## config.mk

```make
export PLATFORM = sky130hd
export DESIGN_NAME = sesr_top
export DESIGN_NICKNAME = d
export VERILOG_FILES = /design/src/shared/sesr_pkg.sv /design/src/hdl/sesr_top.sv
export VERILOG_INCLUDE_DIRS = /design/src /design/src/shared
export SDC_FILE = /design/constraint.sdc
export NUM_CORES = 1
export LEC_CHECK = 0
export BUFFER_PORTS_ARGS = -buffer_cell sky130_fd_sc_hd__buf_2
export CAP_MARGIN = 5
export CORE_MARGIN = 4
export CORE_UTILIZATION = 60
export CTS_BUF_LIST = sky130_fd_sc_hd__clkbuf_8
export DETAILED_ROUTE_END_ITERATION = 8
export PLACE_DENSITY_LB_ADDON = 0.1
export SYNTH_ARGS = -nofsm -noshare
export SYNTH_HDL_FRONTEND = slang
export SYNTH_SLANG_ARGS = --single-unit
```

## constraint.sdc

```tcl
create_clock -name mclk_in -period 4.5 [get_ports mclk_in]
set_clock_uncertainty 0.1 [all_clocks]
set_input_delay 0.225 -clock mclk_in [delete_from_list [all_inputs] [get_ports mclk_in]]
set_output_delay 0.225 -clock mclk_in [all_outputs]
set_load 0.005 [all_outputs]
```

## src/shared/sesr_map.svh

```systemverilog
`ifndef SESR_MAP_SVH
`define SESR_MAP_SVH
`define SESR_B_OPC 0
`define SESR_B_QRY 2
`define SESR_B_DEV 3
`define SESR_B_EXE 4
`define SESR_B_CMD 5
`define SESR_B_PON 7
`define SESR_USED_MASK 8'hBD
`define SESR_STB_QUES 3
`define SESR_STB_MAV 4
`define SESR_STB_ESS 5
`define SESR_STB_RQS 6
`define SESR_SRE_MASK 8'hBF
`define SESR_STB_USED_MASK 8'h78
`define SESR_ZERO8 8'h00
`define SESR_OBUF_DEPTH 8'h10
`define SESR_ONE8 8'h01
`endif

```

## src/shared/sesr_pkg.sv

```systemverilog
package sesr_pkg;
  typedef enum logic [1:0] {
    sesr_st_init = 2'b01,
    sesr_st_run = 2'b10
  } sesr_state_t;
endpackage
```

## src/hdl/sesr_top.sv

```systemverilog
// Contract
// - status byte bit 6 becoming set asserts the service request line
// - request enable mask selects which summary bits may raise a request
// - serial poll or reading the causing event register clears the request
// - serial poll returns status byte, clears only the request bit
// - status byte query returns same value but clears nothing
// - status byte query answers only after earlier commands complete
// - message available set on first queued reading, cleared when all read
// - with stored readings, message available waits for all measurements done
// - event bit 0 set when operation-complete command has executed
// - event bit 2 on empty read, interrupted query, or both buffers full
// - event bit 3 on self-test failure, calibration failure or overload
// - event bit 4 flags execution error, bit 5 command syntax error
// - event bit 7 set after power cycle until read or cleared
// - event summary is OR of event bits selected by enable mask
// - every error logged to the queue also sets an event bit 2 to 5
// - overload sets event bit 3 but logs no queue entry
// - event register cleared by clear-status and by event query
// - event enable cleared by writing zero, at power-on only if setting 1
// - full output buffer stops readings until one entry is read from it
// - status byte bits 3,4,5,6 defined; bits 0,1,2,7 read zero
// - event bits latch; further changes ignored while set
// - summary bits follow their sources and do not latch
`include "sesr_map.svh"

module sesr_top
  import sesr_pkg::*;
(
  input wire logic mclk_in,
  input wire logic reset_in,
  input wire logic clk_en_in,
  input wire logic opc_done_in,
  input wire logic empty_read_in,
  input wire logic query_interrupted_in,
  input wire logic buffers_full_in,
  input wire logic selftest_fail_in,
  input wire logic cal_fail_in,
  input wire logic overload_in,
  input wire logic exec_error_in,
  input wire logic command_error_in,
  input wire logic ques_summary_in,
  input wire logic psc_setting_in,
  input wire logic [7:0] ese_saved_in,
  input wire logic [7:0] sre_saved_in,
  input wire logic cls_in,
  input wire logic ese_write_in,
  input wire logic sre_write_in,
  input wire logic [7:0] wdata_in,
  input wire logic esr_query_in,
  input wire logic ese_query_in,
  input wire logic sre_query_in,
  input wire logic stb_query_in,
  input wire logic cmds_done_in,
  input wire logic serial_poll_in,
  input wire logic msg_load_in,
  input wire logic msg_read_in,
  input wire logic store_mode_in,
  input wire logic meas_done_in,
  output logic srq_out,
  output logic [7:0] status_byte_out,
  output logic [7:0] reply_data_out,
  output logic reply_valid_out,
  output logic [7:0] poll_data_out,
  output logic poll_valid_out,
  output logic halt_readings_out,
  output logic err_log_out
);

  // ==========================================================
  // state
  // ==========================================================
  sesr_state_t st_q, st_d;
  logic [7:0] ese_q, ese_d;
  logic [7:0] sre_q, sre_d;
  logic [7:0] standard_event_latch_q, standard_event_latch_d;
  logic [7:0] cnt_q, cnt_d;
  logic rqs_q, rqs_d;
  logic mss_q, mss_d;
  logic stb_pend_q, stb_pend_d;
  logic [7:0] stb_d, reply_data_d, poll_data_d, ev;
  logic reply_valid_d, poll_valid_d, halt_d, err_log_d, ess_d, mav_d;
  logic mss_rise, imm_rd, stb_ans, rqs_clr;

  // ==========================================================
  // event sources
  // ==========================================================
  always_comb
  begin
    ev = `SESR_ZERO8;
    ev[`SESR_B_OPC] = opc_done_in;
    ev[`SESR_B_QRY] = empty_read_in | query_interrupted_in | buffers_full_in;
    ev[`SESR_B_DEV] = selftest_fail_in | cal_fail_in | overload_in;
    ev[`SESR_B_EXE] = exec_error_in;
    ev[`SESR_B_CMD] = command_error_in;
    ev[`SESR_B_PON] = (st_q == sesr_st_init);
  end

  // ==========================================================
  // next-state logic
  // ==========================================================
  always_comb
  begin
    st_d = st_q;
    ese_d = ese_q;
    sre_d = sre_q;
    standard_event_latch_d = standard_event_latch_q;
    cnt_d = cnt_q;
    // power-on: masks stay cleared unless the stored setting keeps them
    unique case (st_q)
      sesr_st_init:
      begin
        st_d = sesr_st_run;
        if (!psc_setting_in)
        begin
          ese_d = ese_saved_in;
          sre_d = sre_saved_in & `SESR_SRE_MASK;
        end
      end
      sesr_st_run:
      begin
        st_d = sesr_st_run;
      end
    endcase
    if (ese_write_in)
    begin
      ese_d = wdata_in;
    end
    if (sre_write_in)
    begin
      sre_d = wdata_in & `SESR_SRE_MASK;
    end
    if (cls_in || esr_query_in)
    begin
      standard_event_latch_d = `SESR_ZERO8;
    end
    // new events win over a same-cycle clear
    standard_event_latch_d = (standard_event_latch_d | ev) & `SESR_USED_MASK;
    // output buffer occupancy
    if (msg_load_in && (cnt_q != `SESR_OBUF_DEPTH) && !(msg_read_in && (cnt_q != `SESR_ZERO8)))
    begin
      cnt_d = cnt_q + `SESR_ONE8;
    end
    else if (msg_read_in && (cnt_q != `SESR_ZERO8) && !(msg_load_in && (cnt_q != `SESR_OBUF_DEPTH)))
    begin
      cnt_d = cnt_q - `SESR_ONE8;
    end
    halt_d = (cnt_d == `SESR_OBUF_DEPTH);
    err_log_d = empty_read_in | query_interrupted_in | buffers_full_in | selftest_fail_in
              | cal_fail_in | exec_error_in | command_error_in;
  end

  // ==========================================================
  // status byte and service request
  // ==========================================================
  always_comb
  begin
    ess_d = |(standard_event_latch_d & ese_d);
    mav_d = (cnt_d != `SESR_ZERO8) && !(store_mode_in && !meas_done_in);
    stb_d = `SESR_ZERO8;
    stb_d[`SESR_STB_QUES] = ques_summary_in;
    stb_d[`SESR_STB_MAV] = mav_d;
    stb_d[`SESR_STB_ESS] = ess_d;
    mss_d = |(stb_d & sre_d & `SESR_SRE_MASK);
    mss_rise = mss_d && !mss_q;
    rqs_clr = serial_poll_in | cls_in;
    rqs_clr = rqs_clr | (esr_query_in & sre_q[`SESR_STB_ESS] & (|(standard_event_latch_q & ese_q)));
    // a new rising request wins over a same-cycle clear
    rqs_d = mss_rise | (rqs_q & ~rqs_clr);
    stb_d[`SESR_STB_RQS] = rqs_d;
  end

  // ==========================================================
  // replies
  // ==========================================================
  always_comb
  begin
    imm_rd = esr_query_in | ese_query_in | sre_query_in;
    stb_ans = stb_pend_q && cmds_done_in && !imm_rd;
    stb_pend_d = stb_query_in | (stb_pend_q & ~stb_ans);
    reply_valid_d = imm_rd | stb_ans;
    reply_data_d = `SESR_ZERO8;
    if (esr_query_in)
    begin
      reply_data_d = standard_event_latch_q;
    end
    else if (ese_query_in)
    begin
      reply_data_d = ese_q;
    end
    else if (sre_query_in)
    begin
      reply_data_d = sre_q;
    end
    else if (stb_ans)
    begin
      reply_data_d = status_byte_out;
    end
    poll_valid_d = serial_poll_in;
    poll_data_d = status_byte_out;
  end

  // ==========================================================
  // registers
  // ==========================================================
  always_ff @(posedge mclk_in or posedge reset_in)
  begin
    if (reset_in)
    begin
      st_q <= sesr_st_init;
      ese_q <= `SESR_ZERO8;
      sre_q <= `SESR_ZERO8;
      standard_event_latch_q <= `SESR_ZERO8;
      cnt_q <= `SESR_ZERO8;
      rqs_q <= 1'b0;
      mss_q <= 1'b0;
      stb_pend_q <= 1'b0;
      srq_out <= 1'b0;
      status_byte_out <= `SESR_ZERO8;
      reply_data_out <= `SESR_ZERO8;
      reply_valid_out <= 1'b0;
      poll_data_out <= `SESR_ZERO8;
      poll_valid_out <= 1'b0;
      halt_readings_out <= 1'b0;
      err_log_out <= 1'b0;
    end
    else if (clk_en_in)
    begin
      st_q <= st_d;
      ese_q <= ese_d;
      sre_q <= sre_d;
      standard_event_latch_q <= standard_event_latch_d;
      cnt_q <= cnt_d;
      rqs_q <= rqs_d;
      mss_q <= mss_d;
      stb_pend_q <= stb_pend_d;
      srq_out <= rqs_d;
      status_byte_out <= stb_d;
      reply_data_out <= reply_data_d;
      reply_valid_out <= reply_valid_d;
      poll_data_out <= poll_data_d;
      poll_valid_out <= poll_valid_d;
      halt_readings_out <= halt_d;
      err_log_out <= err_log_d;
    end
  end
endmodule

```

# Yosys cells after proc, flatten, opt, wreduce, memory -nomap -nowiden
# Cells that the tools add are included.
# W data, S select, Z words.
# word_totals
reg_bits	55
elab_cells	82
inputBits	51
output_inout_bits	29
# classes
n_eq_ne	4
n_mux	14
n_addsub	2
n_reduce_logical	22
n_bitwise	25
# ops
operator	n
$mux W8	12
$and A8 B8 Y8	2
$reduce_bool A8 Y1	2
$reduce_or A8 Y1	2
$or A1 B1 Y1	15
$logic_and A1 B1 Y1	9
$add A8 B1 Y8 const B	1
$and A6 B8 Y8	1
$eq A8 B5 Y1 const B	1
$ne A8 B5 Y1 const B	1
$or A8 B8 Y8	1
$sub A8 B1 Y8 const B	1
$mux W7	1
$reduce_or A7 Y1	1
$logic_not A1 Y1	6
$and A1 B1 Y1	4
$eq A2 B1 Y1 const B	1
$eq A2 B2 Y1 const B	1
$mux W2	1
$not A1 Y1	2
$reduce_or A2 Y1	1
$logic_or A1 B1 Y1	1

# Longest topological paths before layout
# Gate-level depths: netlist of the first run.
# logic_depth
word_depth	12
depth_mapped	11
mapped_depth_nobuf	9

# Worst setup path before layout of the first run
# Ideal clock, no wire load.
# synth_timing
kind	register -> register
startpoint	register cnt_q[0]
endpoint	register mss_q
slack_ns	2.024
arrival_time_ns	2.247
required_ns	4.271
n_path_buf	2
setup_time_ns	0.129
path_stages_with_launch	12
path_cell_list	dfrtp_1 -> clkbuf_1 -> inv_1 -> ha_1 -> or4b_1 -> buf_2 -> o32ai_2 -> nor3_1 -> a211oi_2 -> o211ai_2 -> nor3_2 -> o31ai_1
# synth_between
elab_chain_len	10
elab_cells_between_ends	16
classes_between	add/sub (2); eq/ne (1); mux (2); bitwise (1); reduce/logical (10)
# synth_rtl
item	line_no	source
start, declared	sesr_top.sv:76	logic [7:0] cnt_q, cnt_d;
start signal, assigned	sesr_top.sv:213	cnt_q <= `SESR_ZERO8;
start signal, assigned	sesr_top.sv:232	cnt_q <= cnt_d;
parallel branches: the longest is 5 deep, another holds $sub A8 B1 Y8	-	
$mux W8 (*)	sesr_top.sv:139	if (msg_load_in && (cnt_q != `SESR_OBUF_DEPTH) && !(msg_read_in && (cnt_q != `SESR_ZERO8)))
$reduce_bool A8 Y1 (no source line) (*)	-	
$logic_and A1 B1 Y1 (*)	sesr_top.sv:158	mav_d = (cnt_d != `SESR_ZERO8) && !(store_mode_in && !meas_done_in);
$and A6 B8 Y8 (*)	sesr_top.sv:163	mss_d = |(stb_d & sre_d & `SESR_SRE_MASK);
$reduce_or A7 Y1 (*)	sesr_top.sv:163	
end signal, assigned	sesr_top.sv:234	mss_q <= mss_d;
end, declared	sesr_top.sv:78	logic mss_q, mss_d;
# Mark *: on every way between the ends.
# A chain may end at the register's enable or synchronous reset.

# Worst setup path after layout of the first run
# layout_timing
startpoint	register cnt_q[1]
endpoint	register status_byte_out[4]
# layout_between
elab_chain_len	8
elab_cells_between_ends	14
classes_between	add/sub (2); eq/ne (1); mux (2); reduce/logical (9)
# layout_rtl
item	line_no	source
parallel branches: the longest is 5 deep, another holds $sub A8 B1 Y8	-	
$mux W8 (*)	sesr_top.sv:139	
$reduce_bool A8 Y1 (no source line) (*)	-	
$logic_and A1 B1 Y1 (*)	sesr_top.sv:158	
end signal, assigned	sesr_top.sv:218	status_byte_out <= `SESR_ZERO8;
end signal, assigned	sesr_top.sv:237	status_byte_out <= stb_d;
end, declared	sesr_top.sv:60	output logic [7:0] status_byte_out,
# Marks and branches as above.

==> impl_metrics.csv, run 1 <==
group,metric,value,unit
power,p_seq_frac,0.464,
worst_setup_path,crit_fanout,8,
floorplan,io_pins,80,
cts,cts_tree,"yes",
floorplan,die_h,81.2,um
route,drc,0,
power,internal_power,940,uW
outcome,violations,"hold timing",
route,vias,2944,
cts,cts_resized,0,
route,drtIter0Drc,208,
synth,ys_types,62,
cts,cts_buffer_depth,2,
cells_and_area,fillers,430,
timing,setup_viol_count_final,0,
power,clockPowerShare,0.225,
floorplan,rows,26,
worst_setup_path,crit_arrival,2.89,ns
grt,grt_pass1_wl,13600,um
synth,yosysMostFrequentCell,"dfrtp_1",
route,avgViaCountPerCell,6.06,
timing,rsz0062_at_grt,"false",
synth,async_flop_share,1.00,
synth,yosys-top-cells-count,"dfrtp_1, nand2_1, a21oi_1, nor2_1, o21ai_0",
placed_design,place_ws,1.72,ns
timing,worstMarginPinSlew,0.671,ns
timing,period_share,0.624,
worst_setup_path,worstSetupEndpointType,"flip-flop",
synth,synth_top_area_frac,0.405,
cells_and_area,fin_nets,469,
power,powerDensity,407,nW/um2
worst_setup_path,critPathLaunchType,"flip-flop",
route,wl,8300,um
timing,relSlewSlack,0.541,
route,post_drt_wl_per_cell,17.1,um
cts,cts_max_level,2,
timing,final_hold_viol_count,30,
power,p_switching,541,uW
synth,yosys.area.top_type,"dfrtp_1",
timing,worst_hold_slack,-0.0242,ns
cts,postCtsHoldBufs,0,
worst_setup_path,worstReg2RegEnd,"status_byte_out[4]",
synth,synth-edff-count,0,
synth,synth_area_per_cell,8.90,um2
flow_run,drv_cap,0,
synth,synth_area_leaders,"dfrtp_1, a21oi_1, nand2_1, mux2_2, o21ai_0",
synth,syn_inst,361,
timing,post-route-min-period,2.81,ns
grt,grt_pass1_vias,2792,
placed_design,gp_congestion,0.945,
synth,ys.flop_type,"dfrtp_1",
cts,cts_sinks,53,
cells_and_area,areaGrowthSynthToFinish,13.3,%
cts,cts_made_buffers,5,
cts,cts-root-buf,"clkbuf_8",
worst_setup_path,r2r_cells,9,
power,combinationalPowerShare,0.311,
route,drt_pre_antenna_iters,8,
cts,clk_latency,0.31,ns
placed_design,dp_hpwl,6030,um
grt,grt_max_degree,59,
timing,setup_slack,1.69,ns
synth,ys_warn_count,0,
grt,grt_util_all_layers,0.267,
worst_setup_path,path_class,"flip-flop to flip-flop",
cts,path_clk_slew,0.10,ns
worst_setup_path,cp.required,4.58,ns
synth,ys_seq_elements,53,
power,p_leak,0.00157,uW
placed_design,port_buffers,70,
worst_setup_path,rr_startpoint,"cnt_q[1]",
power,ir_drop,0.179,mV
hold_path,hold_path_class,"primary input to asynchronous set/reset pin",
power,switching_share,0.365,
cts,post_cts_buffers,0,
floorplan,chipWidth,81.2,um
synth,synth-seq-area-share,0.413,
timing,max_freq,356,MHz
worst_setup_path,reg2reg_slack,1.69,ns
floorplan,core-area,5140,um2
grt,grt_antenna_before_repair,0,
outcome,status,"finished, violations left",
grt,grt_overflow,0,
timing,setup_tns,0,ns
floorplan,initial_utilization,0.625,
floorplan,dieArea,6590,um2
synth,syn_area,3210,um2
timing,finalMaxSlewViolations,0,
route,postRouteAntennaNets,0,
cells_and_area,antenna_cells,0,
cells_and_area,drive_gt1_frac,0.255,
-- per-layer routing --
metal | up-vias | wire [um] | global-route usage
met1 | 1396 | 3360 | 0.350
met3 | 24 | 606 | 0.0443
li1 | 1392 | - | -
met2 | 132 | 4130 | 0.446
met4 | 0 | 206 | 0.0963
met5 | - | 0 | 0
-- cell usage in the layout (no fill, tap or decap), types with 9 or more instances in the layout --
| master | instances |
|---|---|
| mux2_2 | 11 |
| a21oi_1 | 32 |
| buf_2 | 70 |
| dfrtp_1 | 52 |
| nor2_1 | 28 |
| o21ai_0 | 22 |
| nand2_1 | 35 |
| a22oi_1 | 9 |
| nor3_1 | 11 |
| inv_1 | 16 |
-- logic make-up (layout without fill, tap and decap cells) --
kind of cell / Yosys count / after routing / synth area share
AO/OA/AOI/OAI: 113 / 113 / 0.238
XOR/XNOR: 9 / 9 / 0.0269
adder cells (fa/ha/maj): 3 / 3 / 0.0117
buffers and inverters: 49 / 97 / 0.0720
flip-flops: 53 / 53 / 0.413
multiplexers: 13 / 13 / 0.0448
other: 1 / 8 / 0.00117
AND/OR/NAND/NOR: 120 / 120 / 0.192
-- through the flow --
stage / total power [uW] / instance area [um2] / instances / util
finish: 1480 / 3640 / 486 / 0.708
global placement: 1130 / 3520 / 478 / 0.686
CTS: 1480 / 3640 / 486 / 0.708
floorplan: 1040 / 3240 / 368 / -
global route: 1580 / 3640 / 486 / 0.708
detailed placement: 1150 / 3520 / 478 / 0.686
-- power groups by stage --
| stage | Combinational (uW) | Clock [uW] | Sequential [uW] |
|---|---|---|---|
| finish | 460 | 333 | 688 |
| global route | 516 | 358 | 702 |
| CTS | 459 | 337 | 686 |
| detailed placement | 456 | 0 | 695 |
| global placement | 439 | 0 | 690 |
| floorplan | 408 | 0 | 627 |
-- layout make-up --
type	count	area, um2	area share
repair buffers	72	365	0.100
well taps	70	87.6	0.0241
clock buffers	5	68.8	0.0189
inverters	17	63.8	0.0175
flip-flops and latches	53	1330	0.365
multi-input cells	266	1680	0.462
clock inverters	3	46.3	0.0127
-- state kept, by name, summed over array words and instances (netlist names) --
name                    flops
cnt_q                       8
ese_q                       8
reply_data_out              8
sre_q                       7
standard_event_latch_q      6
poll_data_out               4
status_byte_out             3
st_q                        2
err_log_out                 1
halt_readings_out           1
mss_q                       1
poll_valid_out              1
reply_valid_out             1
rqs_q                       1
stb_pend_q                  1
-- how the worst max path moves through the flow --
stage	start	to	slack, ns	cells past startpoint
detailed placement	cnt_q[1]	status_byte_out[4]	1.72	9
finish	cnt_q[1]	status_byte_out[4]	1.69	9
floorplan	cnt_q[0]	mss_q	2.02	11
global placement	cnt_q[0]	status_byte_out[4]	1.81	9
global route	cnt_q[1]	status_byte_out[4]	1.44	9
CTS	cnt_q[1]	status_byte_out[4]	1.70	9
-- critical path: stages (launching register included) --
cell,delay (ns)
dfrtp_1,0.45
inv_1,0.15
ha_1,0.18
or4b_1,0.63
o221ai_1,0.25
o31ai_1,0.13
a211oi_2,0.29
o211ai_2,0.15
nor3_2,0.22
o31ai_1,0.12
(Power assumes the default switching activity.)
==> run 2, diff against run 1 <==
CORE_UTILIZATION = 50   (was 60)
clock period = 2.4 ns   (was 4.5 ns; I/O delays follow)
==> run 2 against run 1 <==
The run ends with setup timing left. Via count up 5.6%. Sequential cell count unchanged. Critical path depth up 2. Final cell count up 8.0%. Core utilization down 4.7 points. Sequential share of layout area down 3.3 points. Clock power up 85%. Largest power group is now combinational cells. Routed wire length up 6.4%. Non-clock buffer count up 34. Sequential power up 76%. Register-to-register slack worse by 1.8 ns.
==> impl_metrics.csv, run 2 (synthesis gave the netlist of run 1 again) <==
group,metric,value,unit
hold_path,holdCritStartpoint,"command_error_in",
cells_and_area,mostFrequentLayoutCells,"buf_2, dfrtp_1, nand2_1, a21oi_1, nor2_1",
cts,cts_made_buffers,5,
route,postRouteAntennaNets,0,
floorplan,chipWidth,88.2,um
cells_and_area,top_regs,"cnt_q x8, ese_q x8, reply_data_out x8",
timing,worst_hold_slack,0.00922,ns
cts,cts-root-buf,"clkbuf_8",
route,drc,0,
floorplan,core-area,6060,um2
cells_and_area,multiInputGateArea,1760,um2
cells_and_area,areaGrowthSynthToFinish,24.7,%
power,p_leak,0.00175,uW
power,total_power,3160,uW
floorplan,die_h,88.2,um
timing,rsz0062_at_grt,"true",
timing,final_hold_viol_count,0,
cells_and_area,seq_area,1330,um2
cts,cts_max_level,2,
grt,grt_antenna_before_repair,0,
worst_setup_path,worstSetupEndpointType,"flip-flop",
route,post_drt_wl_per_cell,16.8,um
worst_setup_path,crit_fanout,6,
grt,grt_util_all_layers,0.240,
placed_design,dp_hpwl,6660,um
cts,cts_tree,"yes",
outcome,violations,"setup timing",
cts,clk_latency,0.31,ns
cells_and_area,antenna_cells,0,
cells_and_area,fin_area,4010,um2
timing,worstMarginPinSlew,0.546,ns
timing,period_share,1.04,
grt,grt_overflow,0,
cells_and_area,fin_nets,503,
timing,setup_slack,-0.106,ns
floorplan,dieArea,7770,um2
timing,relSlewSlack,0.636,
grt,grt_max_degree,34,
cells_and_area,drive_gt1_frac,0.320,
timing,finalMaxSlewViolations,0,
floorplan,rows,28,
placed_design,place_ws,-0.211,ns
cells_and_area,fillers,492,
worst_setup_path,rr_startpoint,"cnt_q[0]",
route,vias,3108,
route,drt_pre_antenna_iters,5,
timing,post-route-min-period,2.51,ns
route,avgViaCountPerCell,5.92,
cells_and_area,layout_commonest_cell,"buf_2",
worst_setup_path,path_class,"flip-flop to flip-flop",
placed_design,gp_congestion,0.998,
outcome,status,"finished, violations left",
cts,cts_sinks,53,
grt,grt_pass1_wl,14600,um
placed_design,placed_cell_area,3720,um2
worst_setup_path,cp.required,2.52,ns
timing,max_freq,399,MHz
cts,cts_buffer_depth,2,
grt,grt_pass1_vias,2926,
flow_run,drv_cap,0,
timing,setup_viol_count_final,4,
worst_setup_path,startpoint,"cnt_q[0]",
placed_design,port_buffers,70,
power,powerDensity,789,nW/um2
worst_setup_path,crit_arrival,2.63,ns
route,wl,8830,um
route,drtIter0Drc,281,
worst_setup_path,critPathLaunchType,"flip-flop",
hold_path,hold_path_class,"primary input to flip-flop",
floorplan,initial_utilization,0.530,
power,ir_drop,0.419,mV
floorplan,io_pins,80,
cts,path_clk_slew,0.10,ns
[run 2: area by class of cell]
type	instances	area share
Clock buffer	6	0.0206
Clock inverter	2	0.00843
Inverter	17	0.0159
Multi-Input combinational cell	266	0.439
Sequential cell	53	0.331
Tap cell	75	0.0234
Timing Repair Buffer	106	0.161
[run 2: final timing paths]
kind                       slack, ns                         to  cells past startpoint
min                            0.009  standard_event_latch_q[5]                      2
min reg2reg                     0.38                err_log_out                      1
max                            -0.11         status_byte_out[4]                     11
max reg2reg                    -0.11         status_byte_out[4]                     11
max in group asynchronous       1.52                    st_q[0]                      4
min in group asynchronous       0.27         status_byte_out[3]                      4
[run 2: metrics by stage]
stage	utilization	std cells	TNS, ns
final	0.661	525	-0.358
after global routing	0.661	525	-0.980
after CTS	0.657	525	-0.575
after detailed placement	0.614	505	-0.685
after global placement	0.614	505	-0.218
after floorplan	-	368	-0.0247
[run 2: routing by layer]
layer	share of wire	track usage	wire length, um	vias up
met5	0	0	0	-
met4	0.016	0.0728	140	0
met3	0.089	0.0405	790	16
met2	0.46	0.368	4020	152
met1	0.44	0.349	3880	1479
li1	-	-	-	1461
[run 2: power by group]
| group | switching, uW | total [uW] | leakage [uW] | internal [uW] |
|---|---|---|---|---|
| Clock | 281 | 617 | 0.0000626 | 336 |
| Sequential | 153 | 1210 | 0.000607 | 1050 |
| Combinational | 695 | 1340 | 0.00108 | 640 |
[run 2: what timing repair did]
item	4_1_cts	5_1_grt
hold buffers	7	0
setup buffers	5	1
resized for setup	8	8
pin swaps	13	7
hold endpoints to repair	58	0
endpoints found under the setup margin	4	6
[run 2: worst max-delay path: stages, from the launching register on]
cell and delay [ns]:
dfrtp_1 0.40, inv_2 0.08, ha_4 0.12, or4b_4 0.53, buf_6 0.15, buf_6 0.11, nor3_4 0.16, o211ai_1 0.13
o21ai_2 0.11, xor2_2 0.23, nor3_4 0.08, o31ai_1 0.22
==> run 3, diff against run 2 <==
BUFFER_PORTS_ARGS = default   (was -buffer_cell sky130_fd_sc_hd__buf_2)
CORE_MARGIN = default   (was 4)
CORE_UTILIZATION = 60   (was 50)
DONT_BUFFER_PORTS = 1   (was default)
==> run 3 against run 2 <==
The flow still finishes with violations (setup timing). Largest power group is now sequential cells. Combinational power fell by 17%. Critical path depth fell by 2. Routed wire length decreased by 2.8%. Sequential cell count unchanged. Setup slack improved by 0.025 ns. Cell area fell by 4.6%. Highest routed layer unchanged. Final cell count down 11%. Via count shrank 5.1%. Sequential share of layout area rose by 1.6 points. Global-route usage increased by 8.1 points. Register-to-register slack improved by 0.02 ns. Worst hold slack got worse by 0.0062 ns.
==> impl_metrics.csv, run 3 (synthesis gave the netlist of run 1 again) <==
group,metric,value,unit
outcome,status,"finished, violations left",
outcome,violations,"setup timing",
route,postRouteAntennaNets,0,
timing,rsz0062_at_grt,"true",
cells_and_area,mostFrequentLayoutCells,"dfrtp_1, nand2_1, a21oi_1, dlygate4sd3_1, nor2_1",
route,wl,8590,um
timing,worstMarginPinSlew,0.641,ns
timing,setup_viol_count_final,3,
floorplan,io_pins,80,
cts,cts_tree,"yes",
cts,clk_latency,0.31,ns
grt,grt_max_degree,55,
placed_design,gp_congestion,0.851,
timing,final_hold_viol_count,0,
worst_setup_path,crit_arrival,2.57,ns
cts,cts-root-buf,"clkbuf_8",
cts,cts_sinks,53,
power,switching_share,0.353,
timing,max_freq,403,MHz
cts,cts_max_level,2,
cells_and_area,layout_commonest_cell,"dfrtp_1",
route,drc,0,
cells_and_area,drive_gt1_frac,0.156,
grt,grt_util_all_layers,0.321,
timing,post-route-min-period,2.48,ns
hold_path,hold_path_class,"primary input to flip-flop",
cells_and_area,fin_nets,451,
worst_setup_path,cp.required,2.48,ns
power,clockPowerShare,0.209,
floorplan,chipWidth,75.2,um
floorplan,dieArea,5650,um2
cells_and_area,top_regs,"cnt_q x8, ese_q x8, reply_data_out x8",
timing,setup_tns,-0.223,ns
floorplan,rows,26,
power,p_leak,0.00155,uW
cts,cts_made_buffers,5,
worst_setup_path,startpoint,"cnt_q[0]",
hold_path,holdCritStartpoint,"wdata_in[0]",
power,p_seq_frac,0.415,
worst_setup_path,worstSetupEndpointType,"flip-flop",
placed_design,dp_hpwl,5770,um
grt,grt_overflow,0,
power,powerDensity,770,nW/um2
timing,finalMaxSlewViolations,0,
route,drtIter0Drc,213,
power,total_power,2940,uW
grt,grt_pass1_wl,13400,um
timing,setup_slack,-0.0815,ns
cts,cts_buffer_depth,2,
grt,grt_antenna_before_repair,0,
route,drt_pre_antenna_iters,5,
floorplan,die_h,75.2,um
placed_design,port_buffers,0,
cells_and_area,antenna_cells,0,
power,combinationalPowerShare,0.376,
flow_run,drv_cap,0,
timing,relSlewSlack,0.572,
route,vias,2949,
power,ir_drop,0.522,mV
grt,grt_pass1_vias,2759,
cts,path_clk_slew,0.10,ns
power,p_switching,1040,uW
worst_setup_path,critPathLaunchType,"flip-flop",
worst_setup_path,rr_startpoint,"cnt_q[0]",
route,post_drt_wl_per_cell,18.4,um
floorplan,initial_utilization,0.625,
worst_setup_path,crit_fanout,8,
timing,period_share,1.03,
cells_and_area,areaGrowthSynthToFinish,18.9,%
power,internal_power,1900,uW
worst_setup_path,path_class,"flip-flop to flip-flop",
floorplan,core-area,5140,um2
route,avgViaCountPerCell,6.30,
## run 3: routing by layer
layer	track usage	part of all wire	up-vias
li1	-	-	1363
met2	0.517	0.48	130
met4	0.115	0.018	0
met1	0.432	0.43	1441
met5	0	0	-
met3	0.0683	0.070	15
## run 3: cell type report
type                       count  area (um2)
sequential                    53        1330
inverter                      17        63.8
timing repair buffer          54         498
multi-input combinational    266        1730
clock inverter                 3        42.5
clock buffer                   5        68.8
tap                           70        87.6
fill                         389        1320
## run 3: worst paths after layout
| check | to | slack (ns) | cells after the start |
|---|---|---|---|
| hold reg to reg | st_q[0] | 0.40 | 1 |
| max in group asynchronous | st_q[0] | 1.26 | 3 |
| min in group asynchronous | reply_valid_out | 0.24 | 2 |
| setup / recovery | status_byte_out[4] | -0.08 | 9 |
| hold / removal | sre_q[0] | 0.003 | 3 |
| setup reg to reg | status_byte_out[4] | -0.08 | 9 |
## run 3: worst max-delay path, cell delays in order (launching register included)
cell and delay [ns]:
dfrtp_1 0.40, inv_2 0.08, ha_4 0.12, or4b_4 0.54
nand4_1 0.20, o31ai_4 0.08, o41ai_2 0.34, o211ai_2 0.16
nor3_2 0.21, o31ai_1 0.10
## run 3: repair_timing
item | 4_1_cts | 5_1_grt
hold buffers | 33 | 0
gates resized for setup | 2 | 4
setup buffers | 1 | 0
pin swaps | 0 | 0
endpoints found under the setup margin | 4 | 4
hold endpoints to repair | 78 | 0
## run 3: power by group through the flow
stage	registers [uW]	clock network, uW	logic [uW]
after global routing	1250	657	1220
after CTS	1210	620	1090
after floorplan	1180	0	825
after detailed placement	1230	0	1010
after global placement	1230	0	988
final	1220	615	1110
## run 3: per-stage QoR
stage                     std cells  hold slack, ns  setup WS [ns]   util  instance area [um2]
after detailed placement        427          0.0163         -0.104  0.651                 3340
after global routing            468         0.00488         -0.237  0.743                 3820
after CTS                       469        0.000516        -0.0949  0.741                 3810
after floorplan                 368           0.166        -0.0149      -                 3280
after global placement          427          0.0101        -0.0391  0.651                 3340
final                           468         0.00299        -0.0815  0.743                 3820
